$ cat src/rtl/timer_pkg.sv
// shared constants, types and helpers of the sixteen bit timer counter
package timer_pkg;

  // register offsets on the plain register port
  localparam int ADDR_W = 2;
  localparam logic [1:0] OFS_LOW = 2'h0;
  localparam logic [1:0] OFS_HIGH = 2'h1;
  localparam logic [1:0] OFS_CTRL = 2'h2;
  localparam logic [1:0] OFS_IRQ = 2'h3;

  // counter_control field positions
  localparam int CTL_WIDE = 7;
  localparam int CTL_PS_HI = 5;
  localparam int CTL_PS_LO = 4;
  localparam int CTL_TB = 3;
  localparam int CTL_BYP = 2;
  localparam int CTL_CS = 1;
  localparam int CTL_EN = 0;
  localparam logic [7:0] CTL_RESET = 8'h00;
  localparam logic [7:0] CTL_WMASK = 8'hbf;

  // overflow flag and enable register field positions
  localparam int IRQ_FLAG = 0;
  localparam int IRQ_EN = 1;
  localparam logic IRQ_RESET = 1'b0;

  // instruction cycle is the oscillator divided by four
  localparam int CLK_HZ = 200_000_000;
  localparam int FOSC_DIV = 4;
  localparam int INSTR_HZ = CLK_HZ / FOSC_DIV;
  localparam logic [1:0] INSTR_LAST = 2'(FOSC_DIV - 1);

  // counter values
  localparam logic [15:0] COUNT_RESET = 16'h0000;
  localparam logic [15:0] COUNT_MAX = 16'hffff;
  localparam logic [7:0] BYTE_RESET = 8'h00;
  localparam logic [2:0] PRE_RESET = 3'h0;
  localparam logic [1:0] DIV_RESET = 2'h0;

  // compare mode code that raises the special event
  localparam logic [3:0] CCP_MODE_SPECIAL = 4'hb;

  typedef enum logic [2:0] {
    MODE_TIMER = 3'b001,
    MODE_SYNC = 3'b010,
    MODE_ASYNC = 3'b100
  } count_mode_e;

  // operating mode from source select and sync bypass
  function automatic count_mode_e decode_mode(input logic [7:0] ctl);
    if (!ctl[CTL_CS]) begin
      return MODE_TIMER;
    end
    return ctl[CTL_BYP] ? MODE_ASYNC : MODE_SYNC;
  endfunction : decode_mode

  // last prescaler count before an increment, for 1/2/4/8
  function automatic logic [2:0] prescale_last(input logic [1:0] ps);
    return 3'((4'h1 << ps) - 4'h1);
  endfunction : prescale_last

endpackage : timer_pkg

$ cat src/rtl/edge_if.sv
// carrier between the counter core and the edge detector
`timescale 1ns/1ps
interface edge_if;
  logic raw;
  logic sync_rise;
  logic raw_rise;
  modport src (output raw, input sync_rise, input raw_rise);
  modport det (input raw, output sync_rise, output raw_rise);
endinterface : edge_if

$ cat src/rtl/edge_detect.sv
// external clock synchroniser and rising edge detector
`timescale 1ns/1ps
module edge_detect
  import timer_pkg::*;
(
  // clock and reset
  input wire logic clk,
  input wire logic arst_n,
  // edge signals
  edge_if.det edges
);

  typedef struct packed {
    logic s1;
    logic s2;
    logic prev_sync;
    logic prev_raw;
    logic sync_rise;
    logic raw_rise;
  } edge_state_s;

  edge_state_s q;
  edge_state_s d;

  // previous samples reset high, so the first raw rise needs a low first
  always_comb begin
    d = q;
    d.s1 = edges.raw;
    d.s2 = q.s1;
    d.prev_sync = q.s2;
    d.prev_raw = edges.raw;
    d.sync_rise = q.s2 && !q.prev_sync;
    d.raw_rise = edges.raw && !q.prev_raw;
  end

  // state register
  always_ff @(posedge clk or negedge arst_n) begin
    if (!arst_n) begin
      q <= '{s1: 1'b0, s2: 1'b0, prev_sync: 1'b1, prev_raw: 1'b1, sync_rise: 1'b0, raw_rise: 1'b0};
    end else begin
      q <= d;
    end
  end

  assign edges.sync_rise = q.sync_rise;
  assign edges.raw_rise = q.raw_rise;

  property p_single_rise;
    @(posedge clk) disable iff (!arst_n) q.sync_rise |=> !q.sync_rise;
  endproperty
  a_single_rise: assert property (p_single_rise) else $error("edge gave two increments");

endmodule : edge_detect

$ cat src/rtl/timer_counter.sv
// sixteen bit timer counter with prescaler, buffered wide access and special event reset
`timescale 1ns/1ps
module timer_counter
  import timer_pkg::*;
(
  // clock and reset
  input wire logic CLK_SYS,
  input wire logic ARST_N,
  // register port
  input wire logic [ADDR_W-1:0] BUS_ADDR,
  input wire logic [7:0] BUS_WDATA,
  input wire logic BUS_WR,
  input wire logic BUS_RD,
  output logic [7:0] BUS_RDATA,
  // count sources
  input wire logic EXT_COUNT_IN,
  input wire logic AUX_OSC_IN,
  input wire logic AUX_OSC_EN,
  // oscillator pins
  input wire logic [1:0] OSC_PIN_IN,
  input wire logic [1:0] OSC_PIN_DIR,
  input wire logic [1:0] OSC_PIN_LATCH,
  output logic [1:0] OSC_PIN_OUT,
  output logic [1:0] OSC_PIN_OE,
  output logic [1:0] OSC_PIN_READ,
  // capture compare unit
  input wire logic [3:0] CCP_MODE,
  input wire logic COMPARE_MATCH,
  input wire logic [15:0] OTHER_TIMER_VALUE,
  output logic TIMEBASE_SEL,
  output logic [15:0] TIMEBASE_VALUE,
  // converter
  input wire logic ADC_ENABLED,
  output logic ADC_START,
  // overflow request
  output logic IRQ_REQ
);

  typedef struct packed {
    logic [1:0] div;
    logic [2:0] pre;
    logic [15:0] cnt;
    logic [7:0] hbuf;
    logic [7:0] ctl;
    logic ovf;
    logic ovf_en;
    logic irq;
    logic [7:0] rdata;
    logic adc_start;
    logic tb_sel;
    logic [15:0] tb_value;
    logic [1:0] pin_out;
    logic [1:0] pin_oe;
    logic [1:0] pin_rd;
  } timer_state_s;

  timer_state_s q;
  timer_state_s d;

  edge_if edges ();

  logic wr_lo;
  logic wr_hi;
  logic wr_ctl;
  logic wr_irq;
  logic rd_lo;
  logic wide;
  logic cnt_wr;
  logic trig;
  logic inc;
  logic wrap;
  count_mode_e mode;

  // the oscillator takes the input path from the external pin when enabled
  assign edges.raw = AUX_OSC_EN ? AUX_OSC_IN : EXT_COUNT_IN;

  edge_detect u_edge (
    .clk(CLK_SYS),
    .arst_n(ARST_N),
    .edges(edges)
  );

  // register port decode
  assign wr_lo = BUS_WR && (BUS_ADDR == OFS_LOW);
  assign wr_hi = BUS_WR && (BUS_ADDR == OFS_HIGH);
  assign wr_ctl = BUS_WR && (BUS_ADDR == OFS_CTRL);
  assign wr_irq = BUS_WR && (BUS_ADDR == OFS_IRQ);
  assign rd_lo = BUS_RD && (BUS_ADDR == OFS_LOW);
  assign wide = q.ctl[CTL_WIDE];

  // any write that reaches the count itself
  assign cnt_wr = wr_lo || (wr_hi && !wide);

  // async mode cannot be trusted to reset, so the trigger is dropped there
  assign mode = decode_mode(q.ctl);
  assign trig = COMPARE_MATCH && (CCP_MODE == CCP_MODE_SPECIAL) && q.ctl[CTL_TB] && (mode != MODE_ASYNC);

  // next state
  always_comb begin
    logic src_tick;
    src_tick = 1'b0;
    d = q;
    inc = 1'b0;

    // instruction cycle divider, free running
    d.div = (q.div == INSTR_LAST) ? DIV_RESET : q.div + 2'h1;

    // tick source per mode
    unique case (mode)
      MODE_TIMER: src_tick = (q.div == INSTR_LAST);
      MODE_SYNC: src_tick = edges.sync_rise;
      MODE_ASYNC: src_tick = edges.raw_rise;
    endcase

    // prescaler divides source ticks
    if (q.ctl[CTL_EN] && src_tick) begin
      if (q.pre >= prescale_last(q.ctl[CTL_PS_HI:CTL_PS_LO])) begin
        d.pre = PRE_RESET;
        inc = 1'b1;
      end else begin
        d.pre = q.pre + 3'h1;
      end
    end

    // count: writes first, then special event, then increment
    if (cnt_wr) begin
      if (wr_lo) begin
        d.cnt[7:0] = BUS_WDATA;
        d.pre = PRE_RESET;
        if (wide) begin
          d.cnt[15:8] = q.hbuf;
        end
      end else begin
        d.cnt[15:8] = BUS_WDATA;
      end
    end else if (trig) begin
      d.cnt = COUNT_RESET;
    end else if (inc) begin
      d.cnt = q.cnt + 16'h0001;
    end

    // high byte writes in wide mode only reach the buffer
    if (wr_hi && wide) begin
      d.hbuf = BUS_WDATA;
    end

    // control register, reserved bit stays zero
    if (wr_ctl) begin
      d.ctl = BUS_WDATA & CTL_WMASK;
    end

    // overflow flag; hardware set wins over software clear
    wrap = inc && !cnt_wr && !trig && (q.cnt == COUNT_MAX);
    if (wr_irq) begin
      d.ovf = BUS_WDATA[IRQ_FLAG];
      d.ovf_en = BUS_WDATA[IRQ_EN];
    end
    if (wrap) begin
      d.ovf = 1'b1;
    end
    d.irq = d.ovf && d.ovf_en;

    // read data, valid the cycle after the strobe only
    d.rdata = BYTE_RESET;
    if (BUS_RD) begin
      unique case (BUS_ADDR)
        OFS_LOW: begin
          d.rdata = q.cnt[7:0];
          if (wide) begin
            d.hbuf = q.cnt[15:8];
          end
        end
        OFS_HIGH: d.rdata = wide ? q.hbuf : q.cnt[15:8];
        OFS_CTRL: d.rdata = q.ctl;
        OFS_IRQ: d.rdata = {6'h00, q.ovf_en, q.ovf};
      endcase
    end

    // converter start pulse
    d.adc_start = trig && ADC_ENABLED;

    // time base routing to the compare unit
    d.tb_sel = q.ctl[CTL_TB];
    d.tb_value = q.ctl[CTL_TB] ? q.cnt : OTHER_TIMER_VALUE;

    // oscillator pins lose their digital function while the oscillator runs
    d.pin_rd = AUX_OSC_EN ? 2'b00 : OSC_PIN_IN;
    d.pin_oe = AUX_OSC_EN ? 2'b00 : ~OSC_PIN_DIR;
    d.pin_out = AUX_OSC_EN ? 2'b00 : OSC_PIN_LATCH;
  end

  // state register
  always_ff @(posedge CLK_SYS or negedge ARST_N) begin
    if (!ARST_N) begin
      q <= '{div: DIV_RESET, pre: PRE_RESET, cnt: COUNT_RESET, hbuf: BYTE_RESET, ctl: CTL_RESET,
             ovf: IRQ_RESET, ovf_en: IRQ_RESET, irq: 1'b0, rdata: BYTE_RESET, adc_start: 1'b0,
             tb_sel: 1'b0, tb_value: COUNT_RESET, pin_out: 2'b00, pin_oe: 2'b00, pin_rd: 2'b00};
    end else begin
      q <= d;
    end
  end

  // outputs straight from the state register
  assign BUS_RDATA = q.rdata;
  assign OSC_PIN_OUT = q.pin_out;
  assign OSC_PIN_OE = q.pin_oe;
  assign OSC_PIN_READ = q.pin_rd;
  assign TIMEBASE_SEL = q.tb_sel;
  assign TIMEBASE_VALUE = q.tb_value;
  assign ADC_START = q.adc_start;
  assign IRQ_REQ = q.irq;

  // timer mode at 1:1 advances once in every four cycles
  property p_timer_rate;
    @(posedge CLK_SYS) disable iff (!ARST_N)
      (mode == MODE_TIMER) && q.ctl[CTL_EN] && (q.ctl[CTL_PS_HI:CTL_PS_LO] == 2'b00) && inc
      |=> !inc [*3];
  endproperty
  a_timer_rate: assert property (p_timer_rate) else $error("timer ticks faster than instruction rate");

  property p_wrap;
    @(posedge CLK_SYS) disable iff (!ARST_N)
      wrap |=> (q.cnt == COUNT_RESET) && q.ovf;
  endproperty
  a_wrap: assert property (p_wrap) else $error("wrap did not clear count and set flag");

  property p_irq;
    @(posedge CLK_SYS) disable iff (!ARST_N)
      IRQ_REQ == (q.ovf && q.ovf_en);
  endproperty
  a_irq: assert property (p_irq) else $error("request does not follow flag and enable");

  property p_snapshot;
    @(posedge CLK_SYS) disable iff (!ARST_N)
      rd_lo && wide |=> (q.hbuf == $past(q.cnt[15:8])) && (BUS_RDATA == $past(q.cnt[7:0]));
  endproperty
  a_snapshot: assert property (p_snapshot) else $error("low read did not snapshot high byte");

  property p_wide_write;
    @(posedge CLK_SYS) disable iff (!ARST_N)
      wr_lo && wide |=> q.cnt == {$past(q.hbuf), $past(BUS_WDATA)};
  endproperty
  a_wide_write: assert property (p_wide_write) else $error("wide write did not load sixteen bits");

  property p_pre_clear;
    @(posedge CLK_SYS) disable iff (!ARST_N)
      wr_lo |=> q.pre == PRE_RESET;
  endproperty
  a_pre_clear: assert property (p_pre_clear) else $error("low write left prescaler running");

  property p_trig_reset;
    @(posedge CLK_SYS) disable iff (!ARST_N)
      trig && !cnt_wr |=> q.cnt == COUNT_RESET;
  endproperty
  a_trig_reset: assert property (p_trig_reset) else $error("special event did not reset count");

  property p_write_wins;
    @(posedge CLK_SYS) disable iff (!ARST_N)
      trig && wr_lo |=> q.cnt[7:0] == $past(BUS_WDATA);
  endproperty
  a_write_wins: assert property (p_write_wins) else $error("special event beat software write");

  property p_adc;
    @(posedge CLK_SYS) disable iff (!ARST_N)
      ADC_START == $past(trig && ADC_ENABLED);
  endproperty
  a_adc: assert property (p_adc) else $error("converter start not tied to trigger");

  property p_hold;
    @(posedge CLK_SYS) disable iff (!ARST_N)
      !q.ctl[CTL_EN] && !BUS_WR && !trig |=> $stable(q.cnt);
  endproperty
  a_hold: assert property (p_hold) else $error("stopped counter moved");

  property p_pins;
    @(posedge CLK_SYS) disable iff (!ARST_N)
      AUX_OSC_EN |=> (OSC_PIN_READ == 2'b00) && (OSC_PIN_OE == 2'b00);
  endproperty
  a_pins: assert property (p_pins) else $error("oscillator pins still digital");

  // wide high writes stop at the buffer and never rewind the prescaler
  property p_hbuf_load;
    @(posedge CLK_SYS) disable iff (!ARST_N)
      wr_hi && wide |=> q.hbuf == $past(BUS_WDATA);
  endproperty
  a_hbuf_load: assert property (p_hbuf_load) else $error("wide high write missed the buffer");

  property p_pre_keep;
    @(posedge CLK_SYS) disable iff (!ARST_N)
      wr_hi && !inc |=> q.pre >= $past(q.pre);
  endproperty
  a_pre_keep: assert property (p_pre_keep) else $error("high write pulled the prescaler back");

  // at 1:1 every detected rise of the chosen path is exactly one increment
  property p_async_edge;
    @(posedge CLK_SYS) disable iff (!ARST_N)
      (mode == MODE_ASYNC) && q.ctl[CTL_EN] && (q.ctl[CTL_PS_HI:CTL_PS_LO] == 2'b00) && edges.raw_rise
      |-> inc;
  endproperty
  a_async_edge: assert property (p_async_edge) else $error("bypassed rise did not count");

  property p_sync_edge;
    @(posedge CLK_SYS) disable iff (!ARST_N)
      (mode == MODE_SYNC) && q.ctl[CTL_EN] && (q.ctl[CTL_PS_HI:CTL_PS_LO] == 2'b00) && edges.sync_rise
      |-> inc;
  endproperty
  a_sync_edge: assert property (p_sync_edge) else $error("synchronised rise did not count");

  // request follows a wrap only while enabled
  property p_irq_set;
    @(posedge CLK_SYS) disable iff (!ARST_N)
      wrap && q.ovf_en && !wr_irq |=> IRQ_REQ;
  endproperty
  a_irq_set: assert property (p_irq_set) else $error("enabled wrap raised no request");

  property p_irq_masked;
    @(posedge CLK_SYS) disable iff (!ARST_N)
      !q.ovf_en && !wr_irq |=> !IRQ_REQ;
  endproperty
  a_irq_masked: assert property (p_irq_masked) else $error("masked flag raised a request");

  // compare unit sees this count or the other timer, one cycle late
  property p_tb_own;
    @(posedge CLK_SYS) disable iff (!ARST_N)
      q.ctl[CTL_TB] |=> TIMEBASE_VALUE == $past(q.cnt);
  endproperty
  a_tb_own: assert property (p_tb_own) else $error("own count not routed to compare unit");

  property p_tb_other;
    @(posedge CLK_SYS) disable iff (!ARST_N)
      !q.ctl[CTL_TB] |=> TIMEBASE_VALUE == $past(OTHER_TIMER_VALUE);
  endproperty
  a_tb_other: assert property (p_tb_other) else $error("other timer not routed to compare unit");

endmodule : timer_counter

$ cat config.mk
export PLATFORM = sky130hd
export DESIGN_NAME = timer_counter
export DESIGN_NICKNAME = d
export VERILOG_FILES = /design/src/rtl/timer_pkg.sv /design/src/rtl/edge_if.sv /design/src/rtl/edge_detect.sv /design/src/rtl/timer_counter.sv
export SDC_FILE = /design/constraint.sdc
export NUM_CORES = 1
export LEC_CHECK = 0
export ABC_AREA = 1
export BUFFER_PORTS_ARGS = -buffer_cell sky130_fd_sc_hd__buf_2
export CAP_MARGIN = 20
export CORE_MARGIN = 1.5
export CORE_UTILIZATION = 40
export CTS_CLUSTER_DIAMETER = 120
export DETAILED_ROUTE_END_ITERATION = 10
export PLACE_DENSITY_LB_ADDON = 0.1
export SLEW_MARGIN = 25
export SYNTH_ARGS = -nofsm -noshare
export SYNTH_HDL_FRONTEND = slang
export SYNTH_SLANG_ARGS = --single-unit
$ cat constraint.sdc
create_clock -name CLK_SYS -period 2.1 [get_ports CLK_SYS]
set_input_delay 0.21 -clock CLK_SYS [delete_from_list [all_inputs] [get_ports CLK_SYS]]
set_output_delay 0.21 -clock CLK_SYS [all_outputs]
set_load 0.01 [all_outputs]
==> results.py <==
metrics = {
    "route": {
        "postRouteAntennaNets": 0,
        "dr.pass1.iters": 5,
        "drt_iter0_markers": 210,
        "via_per_inst": 4.98,
        "drc": 0,
        "drt-total-wl_um": 11000,
        "vias": 3544,
        "wire_per_inst_um": 15.5,
    },
    "worst_setup_path": {
        "worstPathMaxFanout": 13,
        "startpoint_type": "flop",
        "worstRegToRegCells": 9,
        "setup.worst_path.end_class": "flop",
        "required_ns": 2.35,
        "arrival_ns": 2.10,
        "critPathKind": "flop to flop",
    },
    "clocking": {
        "cts_made_buffers": 9,
        "clockBufferDepth": 2,
        "clk_latency_ns": 0.36,
        "cts_num_sinks": 77,
        "cts_tree": "done",
        "root_buffer": "clkbuf_8",
        "htreeDepth": 3,
        "clk_pin_slew_worst_paths_ns": 0.08,
        "post_cts_buffers": 0,
    },
    "placement": {
        "gp_congestion": 0.935,
        "dp_hpwl_um": 8490,
        "io_buffers": 77,
        "place_area_um2": 4440,
    },
    "global_routing": {
        "top_usage_layer": "met2",
        "use_met3_pct": 3.01,
        "track_usage_pct": 21.5,
        "antenna_found_initial": 0,
        "grt_pass1_wl_um": 18200,
        "grt_pass1_vias": 3456,
        "grtUsageMet2_pct": 33.7,
        "grt_max_degree": 43,
        "overflow": 0,
        "use_met1_pct": 30.1,
    },
    "status": {
        "status": "completed",
    },
    "logic_synthesis": {
        "yosysTopAreaCellShare_pct": 45.6,
        "syn-cell-area_um2": 4110,
        "synth-edff-count": 0,
        "synth_cell_type_count": 36,
        "synth_area_leaders": "dfrtp_1 46%, nand2_1 11%, nor2_1 7.0%",
        "synth_nets": 569,
        "synth_most_common_cell": "nand2_1",
        "async_flop_share_pct": 100,
        "netlist_instances": 518,
        "synthFlopType": "dfrtp_1",
        "ys_seq_area_share_pct": 46.9,
        "synth_area_per_cell_um2": 7.94,
        "yosysTopAreaCell": "dfrtp_1",
        "yosys-top-cells-count": "125 x nand2_1, 77 x nor2_1, 75 x dfrtp_1, 51 x inv_1, 36 x o21ai_0",
        "yosys_warnings": 0,
        "synth-seq-cells": 77,
    },
    "power_and_ir_drop": {
        "p_leak_nw": 2.41,
        "power_mw": 4.67,
        "power.density_nw_per_um2": 999,
        "vdd_drop_max_v": 0.000427,
    },
    "timing": {
        "period_share_pct": 88.2,
        "finClkSkew_ns": 0.00807,
        "max_freq_mhz": 540,
        "fin_tns_setup_ns": 0,
        "finalHoldViolCount": 0,
        "relSlewSlack_pct": 64.2,
        "tightest_slew_ns": 0.538,
        "period_needed_ns": 1.85,
        "setup_violations": 0,
        "slew_viol_final": 0,
        "grt_setup_unrepaired": "no",
    },
    "min_path": {
        "hold_path_class": "input port to flop",
        "hold_path_depth": 3,
    },
    "floorplanning": {
        "die_w_um": 104,
        "start_util_pct": 41.7,
        "ioPinCount": 78,
        "die_area_um2": 10900,
        "die_h_um": 104,
        "coreArea_um2": 9860,
        "rows": 36,
    },
    "cells_and_area": {
        "diodes": 0,
        "area_growth_pct": 13.8,
        "final_area_um2": 4680,
        "final_net_count": 625,
        "layout-drive-gt1-share_pct": 19.3,
    },
    "flow_run": {
        "cap_violations": 0,
    },
}
-- registers in the layout (all words and copies together), names as in the netlist --
register                flops
u_edge.q                    2
TIMEBASE_SEL                1
u_edge.d                    2
u_edge.edges.raw_rise       1
q                          37
BUS_RDATA                   8
OSC_PIN_OE                  2
IRQ_REQ                     1
OSC_PIN_OUT                 2
ADC_START                   1
d                           1
OSC_PIN_READ                2
TIMEBASE_VALUE             16
u_edge.edges.sync_rise      1
-- area by class of cell --
cell class / count / area (µm²)
Multi-Input combinational cell: 347 / 1700
Tap cell: 133 / 166
Sequential cell: 77 / 1930
Timing Repair Buffer: 85 / 468
Clock inverter: 3 / 43.8
Inverter: 54 / 205
Clock buffer: 13 / 169
Fill cell: 984 / 5180
-- timing repair --
action,CTS,global route
endpoints found under the hold margin,40,0
hold buffers,3,0
resized for setup,0,0
-- cells by family after synthesis --
family                     Yosys count  share of synthesized area (%)
AOI/OAI and AO/OA                   86                           11.5
xor gates and xnor gates             7                           1.49
adders and majority gates            6                           1.83
buffers and inverters               94                           11.8
DFF                                 77                           46.9
muxes                                2                          0.548
and+or+nand+nor                    246                           26.0
-- metrics by stage --
stage	hold slack [ns]	worst slack (ns)	util, %	instances
floorplan	-0.0856	0.529	-	518
global placement	0.230	0.310	45.0	693
detailed placement	0.228	0.263	45.0	693
CTS	0.0376	0.246	47.4	712
global route	0.0513	0.102	47.4	712
finish	0.0502	0.248	47.4	712
-- cells in the final DEF, fill, tap and decap left out, types with 3 or more instances in the layout --
cell type	instances
buf_4	5
dlygate4sd3_1	3
nor2_1	77
inv_1	51
a21oi_1	29
ha_1	6
xor2_1	6
o21ai_0	36
buf_2	76
o22ai_1	10
nand3_1	31
nand2_1	125
dfrtp_1	75
nand4_1	3
clkbuf_8	12
-- worst max-delay path: stages, from the launching register on --
cell and delay (ns):
dfrtp_1 0.52, inv_1 0.22, nand3_4 0.22, nand2_4 0.14
nor2_8 0.25, nand2_8 0.11, nand2_8 0.12, inv_4 0.06
nand2_1 0.06, nand2_1 0.05
-- routing by layer --
layer	share of wire, %	vias to the layer above	routed length, µm
li1	-	1744	-
met1	47	1653	5170
met2	46	130	5090
met3	5.0	17	554
met4	1.8	0	193
met5	0	-	0
-- final timing paths --
path / startpoint / end / slack [ns]
max in group asynchronous: ARST_N / q[59]$_DFFE_PN0P_ / 1.11
max: q[42]$_DFFE_PN0P_ / q[55]$_DFFE_PN0P_ / 0.25
min: OSC_PIN_LATCH[1] / OSC_PIN_OUT[1]$_DFF_PN0_ / 0.05
min reg2reg: u_edge.d[4]$_DFF_PN0_ / u_edge.d[3]$_DFF_PN0_ / 0.38
min in group asynchronous: ARST_N / OSC_PIN_OE[1]$_DFF_PN0_ / 0.37
max reg2reg: q[42]$_DFFE_PN0P_ / q[55]$_DFFE_PN0P_ / 0.25
-- power breakdown --
group / internal [mW] / switching, mW
sequential: 1.81 / 0.315
clock: 0.648 / 0.557
combinational: 0.489 / 0.853
Power figures use the tool's default switching activity.
